File: src/design/dew_pkg.sv
// Shared constants for the data EEPROM write controller and its core-side end
package dew_pkg;

  // Storage geometry and tick counter width
  localparam int unsigned NVM_AW          = 5;
  localparam int unsigned TICK_W          = 16;
  // Write timer length in ticks of the asynchronous timer clock
  localparam int unsigned WRITE_TICKS_DEF = 4;

  // Special function register addresses
  localparam logic [7:0] SFR_ADDR   = 8'h10;
  localparam logic [7:0] SFR_DATA   = 8'h11;
  localparam logic [7:0] SFR_BANK   = 8'h12;
  localparam logic [7:0] SFR_PTR    = 8'h13;
  localparam logic [7:0] SFR_WINDOW = 8'h14;
  localparam logic [7:0] SFR_GIE    = 8'h15;
  localparam logic [7:0] SFR_INTC   = 8'h16;

  // Control register location behind the indirect window
  localparam logic [7:0] CTRL_PTR  = 8'h40;
  localparam logic [7:0] BANK_CTRL = 8'h01;
  localparam logic [7:0] BANK_ZERO = 8'h00;

  // Control register fields
  localparam int unsigned CTRL_RSTART  = 0;
  localparam int unsigned CTRL_RPERMIT = 1;
  localparam int unsigned CTRL_WSTART  = 2;
  localparam int unsigned CTRL_WPERMIT = 3;
  localparam int unsigned CTRL_RSVD    = 7;

  // Interrupt register fields
  localparam int unsigned GIE_BIT   = 0;
  localparam int unsigned INTC_EN   = 0;
  localparam int unsigned INTC_FLAG = 1;

  // Reset values
  localparam logic [7:0] BYTE_RST = 8'h00;

  // Control values written by the core end
  localparam logic [7:0] CTRL_OFF   = 8'h00;
  localparam logic [7:0] CTRL_ARM_W = 8'h08;
  localparam logic [7:0] CTRL_GO_W  = 8'h0C;
  localparam logic [7:0] CTRL_ARM_R = 8'h02;
  localparam logic [7:0] CTRL_GO_R  = 8'h03;
  localparam logic [7:0] GIE_OFF    = 8'h00;
  localparam logic [7:0] GIE_ON     = 8'h01;

  // One register access issued by the core end
  typedef struct packed {
    logic [7:0] addr;
    logic [7:0] data;
  } dew_step_type;

endpackage : dew_pkg

File: src/design/dew_sfr_if.sv
// Register bus and interrupt lines between the core and the EEPROM controller
`timescale 1ns/1ps
`default_nettype none
interface dew_sfr_if;
  logic       sfr_sel;
  logic       sfr_we;
  logic [7:0] sfr_addr;
  logic [7:0] sfr_wdata;
  logic [7:0] sfr_rdata;
  logic       irq_req;
  logic       irq_ack;
  logic       stack_full;

  modport core (
    output sfr_sel,
    output sfr_we,
    output sfr_addr,
    output sfr_wdata,
    input  sfr_rdata,
    input  irq_req,
    output irq_ack,
    output stack_full
  );

  modport nvm (
    input  sfr_sel,
    input  sfr_we,
    input  sfr_addr,
    input  sfr_wdata,
    output sfr_rdata,
    output irq_req,
    input  irq_ack,
    input  stack_full
  );
endinterface : dew_sfr_if
`default_nettype wire

File: src/design/dew_nvm.sv
// Data EEPROM controller: registers, write timer, protection and interrupt
`timescale 1ns/1ps
`default_nettype none
module dew_nvm #(
  parameter int unsigned ADDR_W      = dew_pkg::NVM_AW,
  parameter int unsigned WRITE_TICKS = dew_pkg::WRITE_TICKS_DEF
) (
  input  wire logic ref_clk,
  input  wire logic nrst,
  input  wire logic clk_en,
  input  wire logic timer_tick,
  output var  logic nvm_busy,
  dew_sfr_if.nvm    bus
);
  import dew_pkg::*;

  typedef enum logic [1:0] {ST_IDLE, ST_WRITE, ST_READ} dew_state_type;

  localparam int unsigned DEPTH = 2 ** ADDR_W;

  dew_state_type     state_reg;
  dew_state_type     state_next;
  logic [ADDR_W-1:0] nvm_address_reg;
  logic [7:0]        nvm_data_reg;
  logic [7:0]        bank_select_reg;
  logic [7:0]        indirect_pointer_reg;
  logic              rsvd_reg;
  logic              write_permit_reg;
  logic              write_start_reg;
  logic              read_permit_reg;
  logic              read_start_reg;
  logic              arm_reg;
  logic              global_irq_enable_reg;
  logic              nvm_irq_enable_reg;
  logic              nvm_irq_flag_reg;
  logic              irq_req_reg;
  logic [7:0]        rdata_reg;
  logic              busy_reg;
  logic              tick_s1_reg;
  logic              tick_s2_reg;
  logic              tick_s3_reg;
  logic [TICK_W-1:0] tick_cnt_reg;
  logic [7:0]        mem [DEPTH];

  function automatic logic hit(input logic [7:0] a, input logic [7:0] b);
    hit = (a == b);
  endfunction : hit

  wire       bus_wr    = clk_en & bus.sfr_sel & bus.sfr_we;
  wire       bus_rd    = clk_en & bus.sfr_sel & ~bus.sfr_we;
  wire [7:0] wd        = bus.sfr_wdata;
  wire       idle      = (state_reg == ST_IDLE);
  wire       ctrl_open = hit(indirect_pointer_reg, CTRL_PTR) & hit(bank_select_reg, BANK_CTRL);
  wire       win_hit   = hit(bus.sfr_addr, SFR_WINDOW) & ctrl_open;
  wire       wr_ctrl   = bus_wr & win_hit;
  wire       wr_addr   = bus_wr & hit(bus.sfr_addr, SFR_ADDR);
  wire       wr_data   = bus_wr & hit(bus.sfr_addr, SFR_DATA);
  wire       wr_bank   = bus_wr & hit(bus.sfr_addr, SFR_BANK);
  wire       wr_ptr    = bus_wr & hit(bus.sfr_addr, SFR_PTR);
  wire       wr_gie    = bus_wr & hit(bus.sfr_addr, SFR_GIE);
  wire       wr_intc   = bus_wr & hit(bus.sfr_addr, SFR_INTC);
  wire       ack       = clk_en & bus.irq_ack;

  wire start_wr = wr_ctrl & wd[CTRL_WSTART] & ~wd[CTRL_RSTART]
                & write_permit_reg & arm_reg & idle;
  wire start_rd = wr_ctrl & wd[CTRL_RSTART] & ~wd[CTRL_WSTART]
                & read_permit_reg & idle;

  wire tick_rise = tick_s2_reg & ~tick_s3_reg;
  wire wr_done   = (state_reg == ST_WRITE) & tick_rise
                 & (tick_cnt_reg == TICK_W'(WRITE_TICKS - 1));
  wire rd_done   = clk_en & (state_reg == ST_READ);

  wire [7:0] ctrl_val = {rsvd_reg, 3'b000, write_permit_reg, write_start_reg,
                         read_permit_reg, read_start_reg};
  wire [7:0] mem_rd   = mem[nvm_address_reg];

  wire [7:0] rd_mux =
      hit(bus.sfr_addr, SFR_ADDR)   ? 8'(nvm_address_reg) :
      hit(bus.sfr_addr, SFR_DATA)   ? nvm_data_reg :
      hit(bus.sfr_addr, SFR_BANK)   ? bank_select_reg :
      hit(bus.sfr_addr, SFR_PTR)    ? indirect_pointer_reg :
      win_hit                       ? ctrl_val :
      hit(bus.sfr_addr, SFR_GIE)    ? {7'h00, global_irq_enable_reg} :
      hit(bus.sfr_addr, SFR_INTC)   ? {6'h00, nvm_irq_flag_reg, nvm_irq_enable_reg} :
                                      BYTE_RST;

  always_comb begin
    state_next = state_reg;
    unique case (state_reg)
      ST_IDLE: begin
        if (start_wr) begin
          state_next = ST_WRITE;
        end else if (start_rd) begin
          state_next = ST_READ;
        end
      end
      ST_WRITE: begin
        if (wr_done) begin
          state_next = ST_IDLE;
        end
      end
      ST_READ: begin
        if (rd_done) begin
          state_next = ST_IDLE;
        end
      end
    endcase
  end

  // Synchroniser advances only while clk_en is high; first stage feeds only the second
  always_ff @(posedge ref_clk or negedge nrst) begin
    if (!nrst) begin
      tick_s1_reg <= 1'b0;
      tick_s2_reg <= 1'b0;
      tick_s3_reg <= 1'b0;
    end else if (clk_en) begin
      tick_s1_reg <= timer_tick;
      tick_s2_reg <= tick_s1_reg;
      tick_s3_reg <= tick_s2_reg;
    end
  end

  always_ff @(posedge ref_clk or negedge nrst) begin
    if (!nrst) begin
      tick_cnt_reg <= '0;
    end else if (clk_en) begin
      if (state_reg != ST_WRITE) begin
        tick_cnt_reg <= '0;
      end else if (tick_rise) begin
        tick_cnt_reg <= tick_cnt_reg + TICK_W'(1);
      end
    end
  end

  always_ff @(posedge ref_clk or negedge nrst) begin
    if (!nrst) begin
      state_reg <= ST_IDLE;
      busy_reg  <= 1'b0;
    end else if (clk_en) begin
      state_reg <= state_next;
      busy_reg  <= (state_next != ST_IDLE);
    end
  end

  // Array has no reset; contents survive reset like real storage
  always_ff @(posedge ref_clk) begin
    if (clk_en & wr_done) begin
      mem[nvm_address_reg] <= nvm_data_reg;
    end
  end

  // bank and pointer reset to zero
  always_ff @(posedge ref_clk or negedge nrst) begin
    if (!nrst) begin
      nvm_address_reg      <= '0;
      bank_select_reg      <= BYTE_RST;
      indirect_pointer_reg <= BYTE_RST;
    end else begin
      if (wr_addr) begin
        nvm_address_reg <= wd[ADDR_W-1:0];
      end
      if (wr_bank) begin
        bank_select_reg <= wd;
      end
      if (wr_ptr) begin
        indirect_pointer_reg <= wd;
      end
    end
  end

  always_ff @(posedge ref_clk or negedge nrst) begin
    if (!nrst) begin
      nvm_data_reg <= BYTE_RST;
    end else if (rd_done) begin
      nvm_data_reg <= mem_rd;
    end else if (wr_data) begin
      nvm_data_reg <= wd;
    end
  end

  always_ff @(posedge ref_clk or negedge nrst) begin
    if (!nrst) begin
      rsvd_reg         <= 1'b0;
      write_permit_reg <= 1'b0;
      read_permit_reg  <= 1'b0;
      arm_reg          <= 1'b0;
    end else if (clk_en) begin
      arm_reg <= wr_ctrl & wd[CTRL_WPERMIT];
      if (wr_ctrl) begin
        rsvd_reg         <= wd[CTRL_RSVD];
        write_permit_reg <= wd[CTRL_WPERMIT];
        read_permit_reg  <= wd[CTRL_RPERMIT];
      end
    end
  end

  // Start bits are set-only for software; hardware alone clears them
  always_ff @(posedge ref_clk or negedge nrst) begin
    if (!nrst) begin
      write_start_reg <= 1'b0;
      read_start_reg  <= 1'b0;
    end else if (clk_en) begin
      if (start_wr) begin
        write_start_reg <= 1'b1;
      end else if (wr_done) begin
        write_start_reg <= 1'b0;
      end
      if (start_rd) begin
        read_start_reg <= 1'b1;
      end else if (rd_done) begin
        read_start_reg <= 1'b0;
      end
    end
  end

  always_ff @(posedge ref_clk or negedge nrst) begin
    if (!nrst) begin
      global_irq_enable_reg <= 1'b0;
      nvm_irq_enable_reg    <= 1'b0;
      nvm_irq_flag_reg      <= 1'b0;
    end else if (clk_en) begin
      if (ack) begin
        global_irq_enable_reg <= 1'b0;
      end else if (wr_gie) begin
        global_irq_enable_reg <= wd[GIE_BIT];
      end
      if (wr_intc) begin
        nvm_irq_enable_reg <= wd[INTC_EN];
      end
      // set on write end, wins over clears
      if (wr_done) begin
        nvm_irq_flag_reg <= 1'b1;
      end else if (ack) begin
        nvm_irq_flag_reg <= 1'b0;
      end else if (wr_intc) begin
        nvm_irq_flag_reg <= wd[INTC_FLAG];
      end
    end
  end

  always_ff @(posedge ref_clk or negedge nrst) begin
    if (!nrst) begin
      irq_req_reg <= 1'b0;
      rdata_reg   <= BYTE_RST;
    end else if (clk_en) begin
      // request gated by enables and stack
      irq_req_reg <= nvm_irq_flag_reg & nvm_irq_enable_reg & global_irq_enable_reg
                   & ~bus.stack_full & ~bus.irq_ack;
      if (bus_rd) begin
        rdata_reg <= rd_mux;
      end
    end
  end

  assign bus.sfr_rdata = rdata_reg;
  assign bus.irq_req   = irq_req_reg;
  assign nvm_busy      = busy_reg;

endmodule : dew_nvm
`default_nettype wire

File: src/flat_wrapper.sv
// flat-port wrapper written by rule: the top's interface ports become plain ports
module dew_nvm_flat import dew_pkg::*;
#(
  parameter int unsigned ADDR_W      = dew_pkg::NVM_AW,
  parameter int unsigned WRITE_TICKS = dew_pkg::WRITE_TICKS_DEF
)
  (ref_clk, nrst, clk_en, timer_tick, nvm_busy, bus_sfr_sel, bus_sfr_we, bus_sfr_addr, bus_sfr_wdata, bus_sfr_rdata, bus_irq_req, bus_irq_ack, bus_stack_full);
  dew_sfr_if bus_i ();
  input  wire logic ref_clk;
  input  wire logic nrst;
  input  wire logic clk_en;
  input  wire logic timer_tick;
  output var  logic nvm_busy;
  input wire logic [$bits(bus_i.sfr_sel)-1:0] bus_sfr_sel;
  input wire logic [$bits(bus_i.sfr_we)-1:0] bus_sfr_we;
  input wire logic [$bits(bus_i.sfr_addr)-1:0] bus_sfr_addr;
  input wire logic [$bits(bus_i.sfr_wdata)-1:0] bus_sfr_wdata;
  output wire logic [$bits(bus_i.sfr_rdata)-1:0] bus_sfr_rdata;
  output wire logic [$bits(bus_i.irq_req)-1:0] bus_irq_req;
  input wire logic [$bits(bus_i.irq_ack)-1:0] bus_irq_ack;
  input wire logic [$bits(bus_i.stack_full)-1:0] bus_stack_full;
  assign bus_i.sfr_sel = bus_sfr_sel;
  assign bus_i.sfr_we = bus_sfr_we;
  assign bus_i.sfr_addr = bus_sfr_addr;
  assign bus_i.sfr_wdata = bus_sfr_wdata;
  assign bus_sfr_rdata = bus_i.sfr_rdata;
  assign bus_irq_req = bus_i.irq_req;
  assign bus_i.irq_ack = bus_irq_ack;
  assign bus_i.stack_full = bus_stack_full;
  dew_nvm #(.ADDR_W(ADDR_W), .WRITE_TICKS(WRITE_TICKS)) u_core (.ref_clk(ref_clk), .nrst(nrst), .clk_en(clk_en), .timer_tick(timer_tick), .nvm_busy(nvm_busy), .bus(bus_i));
endmodule
File: config.mk
export PLATFORM = sky130hd
export DESIGN_NAME = dew_nvm_flat
export DESIGN_NICKNAME = d
export VERILOG_FILES = /design/src/design/dew_pkg.sv /design/src/design/dew_sfr_if.sv /design/src/design/dew_nvm.sv /design/src/flat_wrapper.sv
export SDC_FILE = /design/constraint.sdc
export NUM_CORES = 1
export LEC_CHECK = 0
export ABC_AREA = 1
export BUFFER_PORTS_ARGS = -buffer_cell sky130_fd_sc_hd__buf_2
export CAP_MARGIN = 20
export CORE_ASPECT_RATIO = 1.75
export CORE_UTILIZATION = 55
export DETAILED_ROUTE_END_ITERATION = 8
export HOLD_SLACK_MARGIN = 0.03
export PLACE_DENSITY = 0.71
export SYNTH_ARGS = -nofsm -noshare
export SYNTH_HDL_FRONTEND = slang
export SYNTH_SLANG_ARGS = --single-unit
export TNS_END_PERCENT = 100
File: constraint.sdc
create_clock -name ref_clk -period 3.1 [get_ports ref_clk]
set_clock_uncertainty 0.1 [all_clocks]
set_input_delay 0.155 -clock ref_clk [delete_from_list [all_inputs] [get_ports ref_clk]]
set_output_delay 0.155 -clock ref_clk [all_outputs]
set_load 0.02 [all_outputs]
==> flow_metrics.env, run 1 <==
export IMPL_status="finished clean"
export IMPL_drv_cap=0
export IMPL_synth_mux_area_frac=0
export IMPL_critical_path_cell_count=9
export IMPL_place_gp_congestion=0.9274
export IMPL_cts_tree="done"
export IMPL_syn_avg_cell_area_sq_um=11.67
export IMPL_largest_register_ffs=256
export IMPL_crit_family="buffers and inverters"
export IMPL_htreeDepth=1
export IMPL_ys_warn_count=0
export IMPL_syn_to_final_growth_pct=12.91
export IMPL_path_cells="dlygate4sd3_1 > buf_2 > nand3_1 > dlygate4sd3_1 > nor2_1 > nand4_1 > dlygate4sd3_1 > o211ai_1 > dlygate4sd3_1"
export IMPL_startpoint_type="input pin"
export IMPL_place_area_sq_um=14240
export IMPL_synthTopCellsByArea="edfxtp_1 (56%), dfrtp_1 (13%), nand2_1 (8.7%)"
export IMPL_finalWirelength_mm=33.90
export IMPL_crit_type="input pin to flip-flop"
export IMPL_finalSetupTns_ns=0
export IMPL_tightest_slew_ns=0.9411
export IMPL_stdcell_area_sq_um=15380
export IMPL_drtAntennaViolNets=0
export IMPL_fp_dieH_um=210.2
export IMPL_hpwl_mm=22.64
export IMPL_crit_fanout=14
export IMPL_slowest_stage="dlygate4sd3_1"
export IMPL_ys_seq_area_frac=0.6911
export IMPL_power_density_nw_per_um2=563.9
export IMPL_antenna_cells=0
export IMPL_syn_num_nets=1195
export IMPL_cp_required_ns=3.48
export IMPL_synth_largest_area_cell="edfxtp_1"
export IMPL_ir_drop_v=0.0005721
export IMPL_drtIter0Drc=813
export IMPL_rsz0062_at_grt="false"
export IMPL_synth_top_cells_by_count="nand2_1 (316), edfxtp_1 (256), a22oi_1 (110)"
export IMPL_critPathCaptureType="flip-flop"
export IMPL_grt_max_degree=65
export IMPL_insertion_delay_ns=0.56
export IMPL_worstPathArrival_ns=3.35
export IMPL_synth_compound_area_frac=0.1010
export IMPL_fin_crit_ns=2.965
export IMPL_synthAdderAreaFrac=0.003674
export IMPL_io_buffer_count=33
export IMPL_synth_xor_area_share=0
export IMPL_vias=9288
export IMPL_p_leak_nw=6.333
export IMPL_first_global_vias=9428
export IMPL_die_area_sq_um=25430
export IMPL_synthSimpleGateAreaFrac=0.1576
export IMPL_vias_per_cell=5.856
export IMPL_synth_edf_count=256
export IMPL_cts_max_path_buffers=3
export IMPL_drtPass1Iterations=5
export IMPL_synth_top_family_by_area="simple AND/OR/NAND/NOR gates"
export IMPL_hold_path_class="input pin to flip-flop"
export IMPL_synthCells=1167
export IMPL_async_reset_ff_frac=0.2123
export IMPL_yosys_most_used_dff="edfxtp_1"
export IMPL_overflow=0
export IMPL_stdcell_count=1586
export IMPL_wire_per_inst_um=21.38
export IMPL_grt_pass1_wl_mm=52.45
export IMPL_fp_coreArea_sq_um=24120
export IMPL_root_buffer="clkbuf_16"
export IMPL_die_w_um=121.0
export IMPL_grt_total_usage=0.2794
export IMPL_antenna_found_initial=0
export IMPL_cts_made_buffers=27
export IMPL_setup_violations=0
export IMPL_max_slew_margin_rel=0.3726
export IMPL_clock_sinks=325
export IMPL_slowest_delay_ns=0.60
export IMPL_worst_path_buf_inv=5
export IMPL_worstHoldPathCells=6
export IMPL_drv_slew=0
export IMPL_nets=1285
export IMPL_io_pins=34
export IMPL_dp_cells=1514
export IMPL_worst_r2r_cell_count=10
export IMPL_clkTransAtPathRegs_ns=0.07
export IMPL_crit_top_cell="dlygate4sd3_1"
export IMPL_max_freq_ghz=0.3373
export IMPL_post_route_drc_count=0
export IMPL_period_share=0.9564
export IMPL_ys_ff_latch=325
export IMPL_ys_types=37
export IMPL_syn_cell_area_sq_um=13620
export IMPL_yosysTopAreaCellShare=0.5643
export IMPL_drive_gt1_frac=0.1205
export IMPL_hold_viol_final=0
export IMPL_start_util=0.5648
export IMPL_synth_most_common_cell="nand2_1"
export IMPL_num_rows=75
[layout make-up]
class / instances / area (sq um)
fillers: 1777 / 8736
flip-flops and latches: 325 / 9414
multi-input cells: 714 / 3588
well taps: 308 / 385.4
clock inverters: 13 / 135.1
inverters: 89 / 336.6
clock buffers: 37 / 785.8
repair buffers: 100 / 735.7
[where the power goes]
group | internal [mW] | switching [mW] | leakage (nW)
registers | 4.70 | 0.0417 | 3.65
logic | 0.135 | 0.289 | 2.23
clock network | 1.96 | 1.54 | 0.452
total | 6.80 | 1.87 | 6.33
[logic make-up (layout without fill, tap and decap cells)]
group	count (synthesis)	after routing
and+or+nand+nor	501	501
buffers and inverters	128	239
DFF	325	325
AOI/OAI and AO/OA	209	209
adders and majority gates	4	4
[cell usage in the layout (no fill, tap or decap), types with 4 or more instances in the layout]
cell,synthesis,layout
nor2_4,1,4
dlygate4sd3_1,0,22
o21ai_1,14,14
nand4_1,32,32
ha_1,4,4
inv_1,82,82
nor3b_1,4,4
a22oi_1,110,110
clkinv_2,0,4
clkbuf_16,0,29
nand2_1,316,316
nor3_2,10,10
o21ai_0,43,43
nand2_2,5,5
a21oi_1,26,26
inv_2,5,5
dfrtp_1,69,69
nor2_1,82,82
edfxtp_1,256,256
o211ai_1,9,9
clkbuf_1,5,5
nand3_1,28,28
nor3_1,11,11
buf_4,6,44
buf_2,13,33
[tightest hold or removal path, stage by stage]
cell and delay (ns):
buf_2 0.07, inv_1 0.06, nand4_2 0.18, o2111ai_1 0.12, nand2_1 0.07, nand2_1 0.04
[routing by layer]
layer | GRT usage | vias up | part of all wire
li1 | - | 4320 | -
met1 | 0.3102 | 4463 | 0.34
met2 | 0.5092 | 393 | 0.54
met3 | 0.02868 | 112 | 0.053
met4 | 0.1673 | 0 | 0.064
met5 | 0 | - | 0
[worst paths after layout]
path / to / slack [ns] / startpoint
setup / recovery: u_core.nvm_irq_flag_reg / 0.14 / clk_en
hold / removal: u_core.bus.sfr_rdata[4] / 0.08 / bus_sfr_addr[3]
setup reg to reg: u_core.mem[17][6] / 0.40 / u_core.state_reg[1]
hold reg to reg: u_core.bus.sfr_rdata[5] / 0.38 / u_core.bus.sfr_rdata[5]
max in group asynchronous: u_core.tick_cnt_reg[7] / 2.06 / nrst
min in group asynchronous: u_core.indirect_pointer_reg[7] / 0.14 / nrst
[repair_timing]
item / CTS / global route
endpoints found under the hold margin: 74 / 0
buffers inserted: 0 / 0
resized for setup: 0 / 0
hold buffers: 22 / 0
[per-stage QoR]
stage / setup WS (ns) / utilization / total power, mW / hold WS, ns
after floorplan: 0.9195 / - / 5.076 / -0.2406
after global placement: 0.4924 / 0.5905 / 5.232 / 0.1802
after detailed placement: 0.4082 / 0.5905 / 5.236 / 0.1859
after CTS: 0.1923 / 0.6378 / 8.703 / 0.06226
after global routing: 0.04081 / 0.6378 / 8.911 / 0.1160
final: 0.1351 / 0.6378 / 8.673 / 0.07801
No activity file was read; power rests on OpenSTA's default activity.
==> run 2: changes to the inputs <==
--- a/config.mk
+++ b/config.mk
@@ -5,7 +5,6 @@
 export SDC_FILE = /design/constraint.sdc
 export NUM_CORES = 1
 export LEC_CHECK = 0
-export ABC_AREA = 1
 export BUFFER_PORTS_ARGS = -buffer_cell sky130_fd_sc_hd__buf_2
 export CAP_MARGIN = 20
 export CORE_ASPECT_RATIO = 1.75
@@ -16,4 +15,3 @@
 export SYNTH_ARGS = -nofsm -noshare
 export SYNTH_HDL_FRONTEND = slang
 export SYNTH_SLANG_ARGS = --single-unit
-export TNS_END_PERCENT = 100
==> run 2 against run 1 <==
  * Final area up 1.9%
  * Power down 0.15%
  * Final cell count down 19%
  * Register-to-register slack worse by 0.19 ns
  * Critical path type unchanged
  * Hold slack worse by 0.014 ns
  * First-iteration DRC count down 10%
  * Synthesized area down 0.42%
  * Largest power group unchanged
  * Global-route usage down 0.94 points
  * Die area down 0.42%
==> flow_metrics.env, run 2 <==
export IMPL_syn_num_nets=876
export IMPL_yosys_most_used_dff="edfxtp_1"
export IMPL_finalWirelength_mm=32.79
export IMPL_start_util=0.5624
export IMPL_htreeDepth=1
export IMPL_async_reset_ff_frac=0.2123
export IMPL_antenna_found_initial=0
export IMPL_drtIter0Drc=730
export IMPL_p_total_mw=8.660
export IMPL_nets=979
export IMPL_grt_total_usage=0.2700
export IMPL_num_fill_cells=1650
export IMPL_overflow=0
export IMPL_final_core_util=0.6496
export IMPL_final_cell_mix="edfxtp_1 (256), dfrtp_1 (67), buf_4 (57), nor2_1 (53), mux2i_1 (50)"
export IMPL_io_pins=34
export IMPL_critPathCaptureType="flip-flop"
export IMPL_r2r_slack_ns=0.21
export IMPL_root_buffer="clkbuf_16"
export IMPL_synth_largest_area_cell="edfxtp_1"
export IMPL_cts_max_path_buffers=3
export IMPL_ys_ff_latch=325
export IMPL_place_area_sq_um=14450
export IMPL_crit_fanout=20
export IMPL_power_density_nw_per_um2=552.8
export IMPL_post_route_drc_count=0
export IMPL_synth_most_common_cell="edfxtp_1"
export IMPL_vias=8229
export IMPL_antenna_cells=0
export IMPL_insertion_delay_ns=0.56
export IMPL_synth_edf_count=256
export IMPL_cp_required_ns=3.49
export IMPL_tightest_slew_ns=0.8678
export IMPL_layout_commonest_cell="edfxtp_1"
export IMPL_clkTransAtPathRegs_ns=0.07
export IMPL_period_share=0.9311
export IMPL_ys_seq_area_frac=0.6940
export IMPL_holdWs_ns=0.06437
export IMPL_ys_warn_count=0
export IMPL_crit_type="input pin to flip-flop"
export IMPL_syn_avg_cell_area_sq_um=16.00
export IMPL_worstReg2RegEnd="u_core.rsvd_reg"
export IMPL_worstSetupStartpoint="clk_en"
export IMPL_syn_cell_area_sq_um=13560
export IMPL_fp_coreArea_sq_um=24120
export IMPL_wire_per_inst_um=25.60
export IMPL_setup_violations=0
export IMPL_syn_to_final_growth_pct=15.50
export IMPL_cts_tree="done"
export IMPL_synthCells=848
export IMPL_fin_crit_ns=2.886
export IMPL_max_slew_margin_rel=0.4193
export IMPL_p_leak_nw=5.745
export IMPL_grt_pass1_wl_mm=49.82
export IMPL_drv_slew=0
export IMPL_vias_per_cell=6.424
export IMPL_largest_register_ffs=256
export IMPL_drtPass1Iterations=5
export IMPL_stdcell_area_sq_um=15670
export IMPL_ir_drop_v=0.0003990
export IMPL_drtAntennaViolNets=0
export IMPL_fp_dieH_um=209.7
export IMPL_cts_setup_buffers=0
export IMPL_cts_resized=0
export IMPL_num_rows=75
export IMPL_hold_path_class="input pin to flip-flop"
export IMPL_synth_top_cells_by_count="edfxtp_1 (256), dfrtp_1 (69), nor2_1 (53)"
export IMPL_worstSetupEndpoint="u_core.rsvd_reg"
export IMPL_place_gp_congestion=0.8944
export IMPL_hold_viol_final=0
export IMPL_startpoint_type="input pin"
export IMPL_grt_max_degree=36
export IMPL_finalSetupTns_ns=0
export IMPL_cts_made_buffers=28
export IMPL_hpwl_mm=22.36
export IMPL_worst_r2r_cell_count=8
export IMPL_clock_sinks=325
export IMPL_die_w_um=120.7
export IMPL_first_global_vias=8531
export IMPL_drv_cap=0
export IMPL_drive_gt1_frac=0.2333
export IMPL_max_freq_ghz=0.3465
export IMPL_synthTopCellsByArea="edfxtp_1 (57%), dfrtp_1 (13%), mux4_2 (7.5%)"
export IMPL_io_buffer_count=33
export IMPL_status="finished clean"
export IMPL_r2r_start="u_core.bank_select_reg[3]"
export IMPL_die_area_sq_um=25320
export IMPL_rsz0062_at_grt="false"
export IMPL_ys_types=58
export IMPL_worstPathArrival_ns=3.28
export IMPL_yosysTopAreaCellShare=0.5667
==> run 2: cell count changes after synthesis, moves of 21 or more <==
cell,delta
nand2_1,-276
a22oi_1,-99
inv_1,-67
mux2i_1,+50
mux4_2,+45
mux2_2,+34
nor2_1,-29
nand4_1,-28
clkbuf_1,+21
==> run 2: cell type report <==
cell class | count | area (sq um) | area share
Timing Repair Buffer | 116 | 893.4 | 0.05702
Inverter | 16 | 60.06 | 0.003834
Clock buffer | 34 | 744.5 | 0.04752
Sequential cell | 325 | 9419 | 0.6012
Clock inverter | 18 | 250.2 | 0.01597
Multi-Input combinational cell | 464 | 3914 | 0.2498
Tap cell | 308 | 385.4 | 0.02460
==> run 2: critical path: stages <==
cell	delay [ns]
dlygate4sd3_1	0.52
buf_2	0.37
and3_1	0.43
nand4_1	0.14
nor4_1	0.21
buf_4	0.21
nand2_1	0.06
dlygate4sd3_1	0.56
nand2_1	0.07
dlygate4sd3_1	0.54
==> run 2: report_power, final <==
| group | switching, mW | total, mW | internal, mW |
|---|---|---|---|
| clock network | 1.54 | 3.75 | 2.22 |
| registers | 0.0222 | 4.70 | 4.68 |
| logic | 0.125 | 0.207 | 0.0812 |
| total | 1.68 | 8.66 | 6.98 |
==> run 2: worst min-delay path by stage <==
stage                     from                      end  slack [ns]  cells past startpoint
2_1_floorplan             nrst           u_core.arm_reg       -0.24                      0
3_5_place_dp              nrst   u_core.tick_cnt_reg[6]        0.20                      1
4_1_cts        bus_sfr_addr[1]  u_core.bus.sfr_rdata[1]        0.05                      3
6_report       bus_sfr_addr[1]  u_core.bus.sfr_rdata[1]        0.06                      3
3_3_place_gp              nrst   u_core.tick_cnt_reg[5]        0.19                      1
5_1_grt            bus_sfr_sel      u_core.state_reg[1]        0.10                      5
==> run 2: logic make-up (layout without fill, tap and decap cells) <==
| group | count (synthesis) | in the layout | synth area share |
|---|---|---|---|
| buffers and inverters | 59 | 184 | 0.01743 |
| muxes | 129 | 129 | 0.1398 |
| and+or+nand+nor | 212 | 212 | 0.08219 |
| adders and majority gates | 4 | 4 | 0.003690 |
| AOI/OAI and AO/OA | 111 | 111 | 0.05765 |
| xor gates and xnor gates | 8 | 8 | 0.005166 |
| DFF | 325 | 325 | 0.6940 |
==> run 2: per-layer routing <==
metal  vias up  track usage  part of all wire
li1       3568            -                 -
met1      4184       0.2942              0.35
met2       365       0.4970              0.54
met3       112      0.03342             0.051
met4         0       0.1562             0.061
met5         -            0                 0
==> run 2: timing repair <==
action	4_1_cts	5_1_grt
endpoints found under the setup margin	0	0
endpoints found under the hold margin	75	0
hold buffers	22	0
==> run 2: through the flow <==
step	setup slack [ns]	std cells
CTS	0.2912	1281
detailed placement	0.3784	1207
global route	0.03330	1281
floorplan	0.4086	848
finish	0.2136	1281
global placement	0.4109	1207
==> run 3: changes to the inputs <==
--- a/config.mk
+++ b/config.mk
@@ -11,6 +11,7 @@
 export CORE_UTILIZATION = 55
 export DETAILED_ROUTE_END_ITERATION = 8
 export HOLD_SLACK_MARGIN = 0.03
+export MAX_ROUTING_LAYER = met4
 export PLACE_DENSITY = 0.71
 export SYNTH_ARGS = -nofsm -noshare
 export SYNTH_HDL_FRONTEND = slang
==> run 3 against run 2 <==
  * Hold slack got worse by 0.011 ns
  * Utilization fell by 0.57 points
  * Sequential cell count did not move
  * First-iteration DRC count rose by 4.0%
  * Critical path type unchanged
  * Critical endpoint is now u_core.read_permit_reg
  * Largest cell class unchanged
  * Largest power group unchanged
==> flow_metrics.env, run 3 (synthesized netlist as in run 2, its figures left out) <==
export IMPL_status="finished clean"
export IMPL_vias_per_cell=6.435
export IMPL_hold_path_class="input pin to flip-flop"
export IMPL_io_pins=34
export IMPL_largest_register_ffs=256
export IMPL_holdWs_ns=0.05336
export IMPL_ir_drop_v=0.0004360
export IMPL_regArea_sq_um=9419
export IMPL_antenna_cells=0
export IMPL_fin_crit_ns=2.903
export IMPL_max_slew_margin_rel=0.3657
export IMPL_worstHoldPathCells=3
export IMPL_crit_fanout=20
export IMPL_layout_setup_ws_ns=0.1970
export IMPL_finalWirelength_mm=33.19
export IMPL_cp_required_ns=3.48
export IMPL_drtAntennaViolNets=0
export IMPL_setup_violations=0
export IMPL_root_buffer="clkbuf_16"
export IMPL_power_density_nw_per_um2=537.5
export IMPL_cts_tree="done"
export IMPL_antenna_found_initial=0
export IMPL_drv_slew=0
export IMPL_grt_max_degree=37
export IMPL_htreeDepth=1
export IMPL_stdcell_area_sq_um=15530
export IMPL_first_global_vias=8548
export IMPL_p_leak_nw=5.669
export IMPL_tightest_slew_ns=0.9515
export IMPL_clock_sinks=325
export IMPL_rsz0062_at_grt="false"
export IMPL_max_freq_ghz=0.3445
export IMPL_place_area_sq_um=14410
export IMPL_fp_dieH_um=209.7
export IMPL_syn_to_final_growth_pct=14.49
export IMPL_grt_total_usage=0.2788
export IMPL_layout_commonest_cell="edfxtp_1"
export IMPL_r2r_slack_ns=0.24
export IMPL_final_core_util=0.6439
export IMPL_hpwl_mm=22.72
export IMPL_hold_viol_final=0
export IMPL_num_fill_cells=1684
export IMPL_finalSetupTns_ns=0
export IMPL_insertion_delay_ns=0.56
export IMPL_startpoint_type="input pin"
export IMPL_clkTransAtPathRegs_ns=0.07
export IMPL_num_rows=75
export IMPL_drive_gt1_frac=0.2265
export IMPL_crit_type="input pin to flip-flop"
export IMPL_wire_per_inst_um=26.03
export IMPL_cts_max_path_buffers=3
export IMPL_die_area_sq_um=25320
export IMPL_drtIter0Drc=759
export IMPL_multi_input_area_sq_um=3920
export IMPL_place_ws_ns=0.2770
export IMPL_final_cell_mix="edfxtp_1 (256), dfrtp_1 (67), nor2_1 (53), buf_4 (51), mux2i_1 (50)"
export IMPL_cts_made_buffers=29
export IMPL_worstPathArrival_ns=3.29
export IMPL_drtPass1Iterations=5
export IMPL_cts_setup_buffers=0
export IMPL_nets=975
export IMPL_grt_pass1_wl_mm=49.95
export IMPL_die_w_um=120.7
export IMPL_start_util=0.5624
export IMPL_vias=8204
export IMPL_io_buffer_count=33
export IMPL_post_route_drc_count=0
export IMPL_period_share=0.9364
export IMPL_overflow=0
export IMPL_worst_r2r_cell_count=8
export IMPL_place_gp_congestion=0.9196
export IMPL_fp_coreArea_sq_um=24120
export IMPL_drv_cap=0
export IMPL_critPathCaptureType="flip-flop"
==> run 3: path summary, 6_finish.rpt <==
kind | start | end
setup / recovery | clk_en | u_core.read_permit_reg
hold / removal | bus_sfr_addr[2] | u_core.nvm_irq_flag_reg
setup reg to reg | u_core.state_reg[1] | u_core.mem[31][2]
hold reg to reg | u_core.bus.sfr_rdata[3] | u_core.bus.sfr_rdata[3]
max in group asynchronous | nrst | u_core.bank_select_reg[7]
min in group asynchronous | nrst | u_core.tick_cnt_reg[4]
==> run 3: critical path, stage by stage <==
cell and delay, ns:
dlygate4sd3_1 0.52, buf_2 0.38, and3_1 0.44, nand4_1 0.13
nor4_1 0.21, buf_4 0.21, nand2_1 0.06, dlygate4sd3_1 0.56
nand2_1 0.07, dlygate4sd3_1 0.54
==> run 3: what timing repair did <==
item	in CTS	in global routing
gates resized for setup	0	1
endpoints found under the hold margin	76	0
hold buffers	23	0
setup endpoints to repair	0	3
==> run 3: area by class of cell <==
class,count,share of cell area
sequential,325,0.6065
timing repair buffer,111,0.05527
clock inverter,17,0.009185
inverter,16,0.003867
tap,308,0.02481
clock buffer,34,0.04794
multi-input combinational,464,0.2524
==> run 3: layer usage <==
layer  global-route usage  wire length [um]  up-vias
met2               0.5048             18330      356
met4               0.1558              1890        0
met1               0.2938             11310     4184
li1                     -                 -     3558
met3              0.02636              1652      106
met5                    -                 0        -
==> run 3: stage by stage <==
step | cells | total power, mW
2_1_floorplan | 848 | 4.882
3_3_place_gp | 1201 | 4.974
3_5_place_dp | 1201 | 4.982
4_1_cts | 1275 | 8.373
5_1_grt | 1275 | 8.536
6_report | 1275 | 8.347
==> run 3: power by group <==
group / internal, mW / total [mW] / switching (mW)
combinational: 0.0795 / 0.204 / 0.125
sequential: 4.68 / 4.70 / 0.0225
clock: 1.88 / 3.44 / 1.56
